**src/rtl/rxlos_map.vh**
```
`ifndef RXLOS_MAP_VH
`define RXLOS_MAP_VH

// Register indices; byte address is four times the index
`define RXLOS_IDX_RANGE       8'hB8
`define RXLOS_IDX_GAP         8'hB9
`define RXLOS_IDX_HIGH_THR    8'hBA
`define RXLOS_IDX_LOW_THR     8'hBB

// Block-local registers, above the two mirrored pages
`define RXLOS_ADDR_PW_ENTRY   12'h800
`define RXLOS_ADDR_PW_LOWER   12'h804
`define RXLOS_ADDR_PW_HIGHER  12'h808
`define RXLOS_ADDR_CONTROL    12'h80C
`define RXLOS_ADDR_STATUS     12'h810

// Address fields
`define RXLOS_ADDR_OWN_BIT    11
`define RXLOS_ADDR_PAGE_BIT   10
`define RXLOS_ADDR_IDX_MSB    9
`define RXLOS_ADDR_IDX_LSB    2

// Range select fields
`define RXLOS_RANGE_HI_MSB    6
`define RXLOS_RANGE_HI_LSB    4
`define RXLOS_RANGE_LO_MSB    2
`define RXLOS_RANGE_LO_LSB    0
`define RXLOS_RANGE_WMASK     8'h77

// Control fields
`define RXLOS_CTRL_QT_EN      0
`define RXLOS_CTRL_RW_PERMIT  1
`define RXLOS_CTRL_RO_PERMIT  2

// Status fields
`define RXLOS_STAT_LOW_FLAG   0
`define RXLOS_STAT_HIGH_FLAG  1
`define RXLOS_STAT_LOWER_LVL  2
`define RXLOS_STAT_HIGHER_LVL 3
`define RXLOS_STAT_RSSI_LSB   8

// Reset values
`define RXLOS_RST_RANGE       8'h00
`define RXLOS_RST_THR         8'h00
`define RXLOS_RST_PASSWORD    32'hFFFFFFFF
`define RXLOS_RST_CONTROL     3'h0

// Full scale in hundredths of a percent of 1.25 V, per range code
`define RXLOS_PCT_0           14'd10000
`define RXLOS_PCT_1           14'd8002
`define RXLOS_PCT_2           14'd6669
`define RXLOS_PCT_3           14'd5005
`define RXLOS_PCT_4           14'd4005
`define RXLOS_PCT_5           14'd3338
`define RXLOS_PCT_6           14'd2862
`define RXLOS_PCT_7           14'd2504
`define RXLOS_PCT_FULL        14'd10000

`endif

```
**src/rtl/rxlos_cmp.v**
```verilog
`timescale 1ns/100ps
`include "rxlos_map.vh"

module rxlos_cmp
#(
  parameter CODE_W = 8
)
(
  input  wire [CODE_W-1:0] sample,
  input  wire [CODE_W-1:0] threshold,
  input  wire [2:0]        range_code,
  output wire              below,
  output wire              above
);

  function [13:0] full_scale_pct;
    input [2:0] code;
    begin
      case (code)
        3'h0:    full_scale_pct = `RXLOS_PCT_0;
        3'h1:    full_scale_pct = `RXLOS_PCT_1;
        3'h2:    full_scale_pct = `RXLOS_PCT_2;
        3'h3:    full_scale_pct = `RXLOS_PCT_3;
        3'h4:    full_scale_pct = `RXLOS_PCT_4;
        3'h5:    full_scale_pct = `RXLOS_PCT_5;
        3'h6:    full_scale_pct = `RXLOS_PCT_6;
        default: full_scale_pct = `RXLOS_PCT_7;
      endcase
    end
  endfunction

  // Sample scaled by 10000 and threshold by the range's full-scale percentage, so no division is needed
  wire [CODE_W+13:0] sample_scaled;
  wire [CODE_W+13:0] level_scaled;

  assign sample_scaled = sample * `RXLOS_PCT_FULL;
  assign level_scaled  = threshold * full_scale_pct(range_code);
  assign below         = sample_scaled < level_scaled;
  assign above         = sample_scaled > level_scaled;

endmodule

```
**src/rtl/rxlos_top.v**
```verilog
`timescale 1ns/100ps
`include "rxlos_map.vh"

module rxlos_top
#(
  parameter ADDR_W = 12,
  parameter CODE_W = 8
)
(
  input  wire              clock,
  input  wire              rst_n,
  input  wire              psel,
  input  wire              penable,
  input  wire              pwrite,
  input  wire [ADDR_W-1:0] paddr,
  input  wire [31:0]       pwdata,
  output wire [31:0]       prdata,
  output wire              pready,
  output wire              pslverr,
  input  wire [CODE_W-1:0] rx2_signal_strength,
  output wire              rx2_signal_lost_low_flag,
  output wire              rx2_signal_present_high_flag,
  output wire              rx2_quick_trip_enable
);

  // Strength code crosses from the converter domain
  reg  [CODE_W-1:0] strength_meta_reg;
  reg  [CODE_W-1:0] strength_sync_reg;
  reg  [CODE_W-1:0] strength_prev_reg;
  reg  [CODE_W-1:0] strength_stable_reg;

  always @(posedge clock or negedge rst_n)
  begin
    if (!rst_n)
    begin
      strength_meta_reg   <= {CODE_W{1'b0}};
      strength_sync_reg   <= {CODE_W{1'b0}};
      strength_prev_reg   <= {CODE_W{1'b0}};
      strength_stable_reg <= {CODE_W{1'b0}};
    end
    else
    begin
      strength_meta_reg <= rx2_signal_strength;
      strength_sync_reg <= strength_meta_reg;
      strength_prev_reg <= strength_sync_reg;
      // Bits of a moving code resync on different edges; a code is only
      // trusted once two synced samples agree
      if (strength_sync_reg == strength_prev_reg)
      begin
        strength_stable_reg <= strength_sync_reg;
      end
    end
  end

  // Register storage
  reg  [7:0]        range_reg;
  reg  [7:0]        high_thr_reg;
  reg  [7:0]        low_thr_reg;
  reg  [31:0]       pw_entry_reg;
  reg  [31:0]       pw_lower_reg;
  reg  [31:0]       pw_higher_reg;
  reg  [2:0]        control_reg;
  reg               lower_level_reg;
  reg               higher_level_reg;
  reg               low_flag_reg;
  reg               high_flag_reg;

  // Bus answer flops and their combinational next values
  reg  [31:0]       prdata_reg;
  reg  [31:0]       prdata_next;
  reg               pready_reg;
  reg               pslverr_reg;
  reg               pslverr_next;

  // Page bit is ignored here so both pages hit the same copy
  function idx_hit;
    input [ADDR_W-1:0] addr;
    input [7:0]        idx;
    begin
      idx_hit = !addr[`RXLOS_ADDR_OWN_BIT] &&
                (addr[`RXLOS_ADDR_IDX_MSB:`RXLOS_ADDR_IDX_LSB] == idx) &&
                (addr[1:0] == 2'b00);
    end
  endfunction

  function own_hit;
    input [ADDR_W-1:0] addr;
    input [11:0]       target;
    begin
      own_hit = (addr == target[ADDR_W-1:0]);
    end
  endfunction

  wire hit_range;
  wire hit_gap;
  wire hit_high;
  wire hit_low;
  wire hit_entry;
  wire hit_pw_lower;
  wire hit_pw_higher;
  wire hit_control;
  wire hit_status;
  wire hit_any;

  assign hit_range     = idx_hit(paddr, `RXLOS_IDX_RANGE);
  assign hit_gap       = idx_hit(paddr, `RXLOS_IDX_GAP);
  assign hit_high      = idx_hit(paddr, `RXLOS_IDX_HIGH_THR);
  assign hit_low       = idx_hit(paddr, `RXLOS_IDX_LOW_THR);
  assign hit_entry     = own_hit(paddr, `RXLOS_ADDR_PW_ENTRY);
  assign hit_pw_lower  = own_hit(paddr, `RXLOS_ADDR_PW_LOWER);
  assign hit_pw_higher = own_hit(paddr, `RXLOS_ADDR_PW_HIGHER);
  assign hit_control   = own_hit(paddr, `RXLOS_ADDR_CONTROL);
  assign hit_status    = own_hit(paddr, `RXLOS_ADDR_STATUS);
  assign hit_any       = hit_range | hit_gap | hit_high | hit_low |
                         hit_entry | hit_pw_lower | hit_pw_higher |
                         hit_control | hit_status;

  // Access levels
  wire rw_permit;
  wire ro_permit;
  wire qt_enable;
  wire read_ok;
  wire write_ok;
  wire thr_write_ok;

  assign rw_permit    = control_reg[`RXLOS_CTRL_RW_PERMIT];
  assign ro_permit    = control_reg[`RXLOS_CTRL_RO_PERMIT];
  assign qt_enable    = control_reg[`RXLOS_CTRL_QT_EN];
  assign read_ok      = higher_level_reg |
                        (lower_level_reg & (rw_permit | ro_permit));
  assign write_ok     = higher_level_reg |
                        (lower_level_reg & rw_permit);
  // Moving a threshold under a live comparator could glitch the alarm
  assign thr_write_ok = write_ok & ~qt_enable;

  // The access completes at the edge where pready is sampled high
  wire access_done;
  wire wr_done;

  assign access_done = psel & penable & pready_reg;
  assign wr_done     = access_done & pwrite;

  always @(posedge clock or negedge rst_n)
  begin
    if (!rst_n)
    begin
      range_reg    <= `RXLOS_RST_RANGE;
      high_thr_reg <= `RXLOS_RST_THR;
      low_thr_reg  <= `RXLOS_RST_THR;
    end
    else if (wr_done)
    begin
      if (hit_range && write_ok)
      begin
        range_reg <= pwdata[7:0] & `RXLOS_RANGE_WMASK;
      end
      if (hit_high && thr_write_ok)
      begin
        high_thr_reg <= pwdata[7:0];
      end
      if (hit_low && thr_write_ok)
      begin
        low_thr_reg <= pwdata[7:0];
      end
    end
  end

  always @(posedge clock or negedge rst_n)
  begin
    if (!rst_n)
    begin
      pw_entry_reg  <= `RXLOS_RST_PASSWORD;
      pw_lower_reg  <= `RXLOS_RST_PASSWORD;
      pw_higher_reg <= `RXLOS_RST_PASSWORD;
      control_reg   <= `RXLOS_RST_CONTROL;
    end
    else if (wr_done)
    begin
      // Entry is always writable, or a locked host could never unlock
      if (hit_entry)
      begin
        pw_entry_reg <= pwdata;
      end
      if (hit_pw_lower && higher_level_reg)
      begin
        pw_lower_reg <= pwdata;
      end
      if (hit_pw_higher && higher_level_reg)
      begin
        pw_higher_reg <= pwdata;
      end
      if (hit_control && higher_level_reg)
      begin
        control_reg <= pwdata[2:0];
      end
    end
  end

  // Levels are registered, so they follow an entry write one edge late
  always @(posedge clock or negedge rst_n)
  begin
    if (!rst_n)
    begin
      lower_level_reg  <= 1'b0;
      higher_level_reg <= 1'b0;
    end
    else
    begin
      lower_level_reg  <= (pw_entry_reg == pw_lower_reg);
      higher_level_reg <= (pw_entry_reg == pw_higher_reg);
    end
  end

  // Read data; denied reads and the reserved gap return zero
  always @*
  begin
    prdata_next  = 32'h00000000;
    pslverr_next = ~hit_any;
    if (hit_range && read_ok)
    begin
      prdata_next[7:0] = range_reg & `RXLOS_RANGE_WMASK;
    end
    if (hit_high && read_ok)
    begin
      prdata_next[7:0] = high_thr_reg;
    end
    if (hit_low && read_ok)
    begin
      prdata_next[7:0] = low_thr_reg;
    end
    if (hit_gap)
    begin
      prdata_next = 32'h00000000;
    end
    if (hit_control)
    begin
      prdata_next[2:0] = control_reg;
    end
    if (hit_status)
    begin
      prdata_next[`RXLOS_STAT_LOW_FLAG]    = low_flag_reg;
      prdata_next[`RXLOS_STAT_HIGH_FLAG]   = high_flag_reg;
      prdata_next[`RXLOS_STAT_LOWER_LVL]   = lower_level_reg;
      prdata_next[`RXLOS_STAT_HIGHER_LVL]  = higher_level_reg;
      prdata_next[`RXLOS_STAT_RSSI_LSB+CODE_W-1:`RXLOS_STAT_RSSI_LSB] =
        strength_stable_reg;
    end
  end

  // One wait state: pready rises in the second access cycle
  always @(posedge clock or negedge rst_n)
  begin
    if (!rst_n)
    begin
      pready_reg  <= 1'b0;
      prdata_reg  <= 32'h00000000;
      pslverr_reg <= 1'b0;
    end
    else
    begin
      pready_reg <= psel & penable & ~pready_reg;
      if (psel && penable && !pready_reg)
      begin
        pslverr_reg <= pslverr_next;
        prdata_reg  <= pwrite ? 32'h00000000 : prdata_next;
      end
      else
      begin
        pslverr_reg <= 1'b0;
        prdata_reg  <= 32'h00000000;
      end
    end
  end

  // Threshold comparisons
  wire below_low;
  wire above_high;

  rxlos_cmp
  #(
    .CODE_W     (CODE_W)
  )
  u_low_cmp
  (
    .sample     (strength_stable_reg),
    .threshold  (low_thr_reg),
    .range_code (range_reg[`RXLOS_RANGE_LO_MSB:`RXLOS_RANGE_LO_LSB]),
    .below      (below_low),
    .above      ()
  );

  rxlos_cmp
  #(
    .CODE_W     (CODE_W)
  )
  u_high_cmp
  (
    .sample     (strength_stable_reg),
    .threshold  (high_thr_reg),
    .range_code (range_reg[`RXLOS_RANGE_HI_MSB:`RXLOS_RANGE_HI_LSB]),
    .below      (),
    .above      (above_high)
  );

  // Loss wins if crossed thresholds make both conditions true
  always @(posedge clock or negedge rst_n)
  begin
    if (!rst_n)
    begin
      low_flag_reg  <= 1'b0;
      high_flag_reg <= 1'b0;
    end
    else if (below_low)
    begin
      low_flag_reg  <= 1'b1;
      high_flag_reg <= 1'b0;
    end
    else if (above_high)
    begin
      low_flag_reg  <= 1'b0;
      high_flag_reg <= 1'b1;
    end
  end

  assign prdata                       = prdata_reg;
  assign pready                       = pready_reg;
  assign pslverr                      = pslverr_reg;
  assign rx2_signal_lost_low_flag     = low_flag_reg;
  assign rx2_signal_present_high_flag = high_flag_reg;
  assign rx2_quick_trip_enable        = control_reg[`RXLOS_CTRL_QT_EN];

endmodule

```
**config.mk**
```make
export PLATFORM = sky130hd
export DESIGN_NAME = rxlos_top
export DESIGN_NICKNAME = d
export VERILOG_FILES = /design/src/rtl/rxlos_cmp.v /design/src/rtl/rxlos_top.v
export VERILOG_INCLUDE_DIRS = /design/src /design/src/rtl
export SDC_FILE = /design/constraint.sdc
export NUM_CORES = 1
export LEC_CHECK = 0
export ABC_AREA = 0
export ABC_CLOCK_PERIOD_IN_PS = 8500
export BUFFER_PORTS_ARGS = -buffer_cell sky130_fd_sc_hd__buf_2
export CELL_PAD_IN_SITES_DETAIL_PLACEMENT = 0
export CELL_PAD_IN_SITES_GLOBAL_PLACEMENT = 1
export CORE_MARGIN = 2
export CORE_UTILIZATION = 50
export DETAILED_ROUTE_END_ITERATION = 8
export PLACE_DENSITY = 0.88
export SETUP_SLACK_MARGIN = 0.02
export SLEW_MARGIN = 0
export SYNTH_ARGS = -nofsm -noshare
export SYNTH_HDL_FRONTEND = slang
export SYNTH_SLANG_ARGS = --single-unit
```
**constraint.sdc**
```tcl
create_clock -name clock -period 8.5 [get_ports clock]
set_input_delay 1.7 -clock clock [delete_from_list [all_inputs] [get_ports clock]]
set_output_delay 1.7 -clock clock [all_outputs]
set_load 0.005 [all_outputs]
```
==> metrics.txt <==
largest net degree at the start of global routing=99; Worst setup SP type=flop; Synth Area in Simple Gates=around 13%; core area=between 30000 and 40000 sq um; Crit path arrival time=7.92 ns; Crit Path Class=reg -> reg; initial DRC count=643; final setup TNS=0 ns; Crit. Startpoint=range_reg[5]; post-cts sizing count=0; xor and xnor area share after synthesis=6.27%; Mapped Area=16500 sq um; CTS tree=yes; Data required, critical path=8.84 ns; hold wc startpoint=strength_meta_reg[7]; via/cell ratio=5.30; CP Capture Type=flop; total leakage power=roughly 9.6 nW; Cells after Synth=1573; Routed Antenna Nets=0; clock sinks=around 180; fmax=0.132 GHz; main combinational cell family by area after synthesis=adder cells; max-cap viol count=0; Hold-fix buffers, CTS=0; hpwl dp=28800 um; fin nets=2004; worst min-delay path class=reg -> reg; Post-synth EDFFs=0; ys async rst share=100%; Power per Cell Area=124 nW/um^2; crit-path max FO=20; Root Buffer=clkbuf_16; H-tree depth=4; #FFs+latches synth=around 180; Vias=11100; drt first pass iters=5; fill count=around 2800; Compound-Gate Fraction of Synth Area=6.24%; final hold vios=0; WL per Instance=17.6 um; dominant synthesized flop cell=dfstp_2; setup bufs post-CTS=0; FP Rows=between 60 and 70; clk_skew=0.0201 ns; Die X=186 um; Total GRT Usage=a little under a quarter; Port Buf Inserts=just under 80; register area share after synthesis=27.3%; GRT Residual Overflow=0; post-layout min period=7.58 ns; fin. max-slew vios=0; vias in the first global route=11700; leading area contributor after synthesis=fa_1; mux contribution to synthesized area=9.33%; chip height=~190 um; Starting Density=around 50%; Synth Area in Adders=between 30% and 40%; Slew @ Worst Pin=0.938 ns; maximum root-to-sink buffer count=2; IO Count=94; Syn-to-layout area delta=8.39%; final setup fails=0; Reg2Reg Setup Slack=0.92 ns; total die area=34400 sq um; first-pass GRT wire length=60600 um; Synth area leaders=fa_1 19%, dfstp_2 15%, ha_1 12%, dfrtp_1 12%, mux2_2 9.0%; routability cong.=about 0.87; R2R Path Start=range_reg[5]; yosys warns=0; average size of a mapped cell=between 10 and 15 sq um; VDD IR max=0.000117 V; Final Total Pwr=roughly 2.2 mW; area fraction of the dominant cell type after synthesis=19.0%; initial antenna violation count=7; Rel. slew slack=a little under two fifths; Clock transition at path regs=0.08 ns; post-route clock period utilization=89.2%; number of remaining DRC errors=0; status=finished, final reports clean; Netlist cell types=between 50 and 60; total CTS buffers=17; RSZ-0062 raised after global routing=no; Routed Wire Length=36800 um; Clock Latency Late Sink=between 0.4 and 0.5 ns; share of cells above drive strength 1=around 22%
[placed cells by master (no fill, tap or decap), drive strengths merged, types with 41 or more instances in the layout]
cell type / Yosys / final
inv: 226 / 233
ha: 159 / 159
fa: 156 / 156
mux2: 132 / 132
dfstp: 96 / 96
xor2: 88 / 88
and2: 86 / 86
buf: 26 / 81
dfrtp: 79 / 79
nand2: 76 / 76
nor2b: 57 / 57
a21oi: 49 / 49
nor2: 41 / 41
[cell usage after synthesis (all sizes together) (7+ instances only)]
master	number
inv	226
a211oi	7
mux2	132
nor2	41
a22oi	7
a21oi	49
clkbuf	30
buf	26
dfrtp	79
nor3	13
xnor2	30
ha	159
dfstp	96
and2	86
nor4	18
nand4	16
nand2b	27
nor2b	57
o21bai	7
o21ai	27
and3	22
a21o	25
nand3	12
nand2	76
fa	156
xor2	88
[cells by family (layout without fill, tap and decap cells)]
logic type / after synthesis / in the layout
AND/OR/NAND/NOR: 388 / 388
adder cells (fa/ha/maj): 316 / 316
buffers and inverters: 282 / 339
flip-flops: 175 / 175
AO/OA/AOI/OAI: 156 / 156
multiplexers: 137 / 137
XOR/XNOR: 118 / 118
other: 1 / 19
[per-stage QoR]
step                      utilization (%)  cells  hold WS, ns  worst slack [ns]  cell area [sq um]
after global routing                 55.0   2089        0.363             0.460              17900
final                                55.0   2090        0.350             0.921              17900
after detailed placement             53.1   2055        0.336             0.984              17200
after floorplan                         -   1588        0.331              1.66              16500
after CTS                            55.0   2087        0.351             0.966              17800
after global placement               53.1   2055        0.337              1.15              17200
[where the power goes]
part / internal [mW] / switching, mW
Combinational: 0.231 / 0.296
Clock: 0.426 / 0.377
Sequential: 0.853 / 0.0382
Total: 1.51 / 0.711
[layout make-up]
cell class	instances	area, sq um	share of cell area (%)
repair buffers	81	422	2.36
clock inverters	12	135	0.757
well taps	442	553	3.10
clock buffers	20	478	2.68
diodes	3	7.51	0.0420
inverters	226	848	4.75
multi-input cells	1131	10900	61.1
flip-flops and latches	175	4500	25.2
[worst max-delay path: stages (launching register included)]
cell,delay [ns]
dfrtp_1,0.77
nor3b_1,0.84
nor2b_1,0.16
fa_1,0.57
inv_1,0.05
fa_1,0.52
inv_1,0.05
fa_1,0.53
inv_1,0.06
fa_1,0.53
inv_1,0.04
ha_1,0.34
and4_1,0.20
and3_1,0.18
a21o_1,0.15
a41o_1,0.22
o41a_1,0.36
nor4_1,0.26
nor4bb_1,0.11
ha_1,0.30
nand4_1,0.12
or4_1,0.55
o21ai_0,0.19
nor2_1,0.06
o2bb2ai_1,0.13
a21o_1,0.18
[layer usage]
metal	wire length (um)	GRT usage, %	vias to the layer above	part of all wire, %
met1	16100	29.5	5493	44
met3	1600	4.03	63	4.4
met5	58	0	-	0.16
li1	-	-	5273	-
met4	1130	7.40	8	3.1
met2	17900	38.3	234	49
[final timing paths]
check                                            to  cells after the start
setup / recovery           rx2_signal_lost_low_flag                     25
hold / removal                 strength_sync_reg[7]                      0
setup reg to reg           rx2_signal_lost_low_flag                     25
hold reg to reg                strength_sync_reg[7]                      0
max in group asynchronous              range_reg[1]                      2
min in group asynchronous                prdata[13]                      1
No activity file was read; power rests on OpenSTA's default activity.
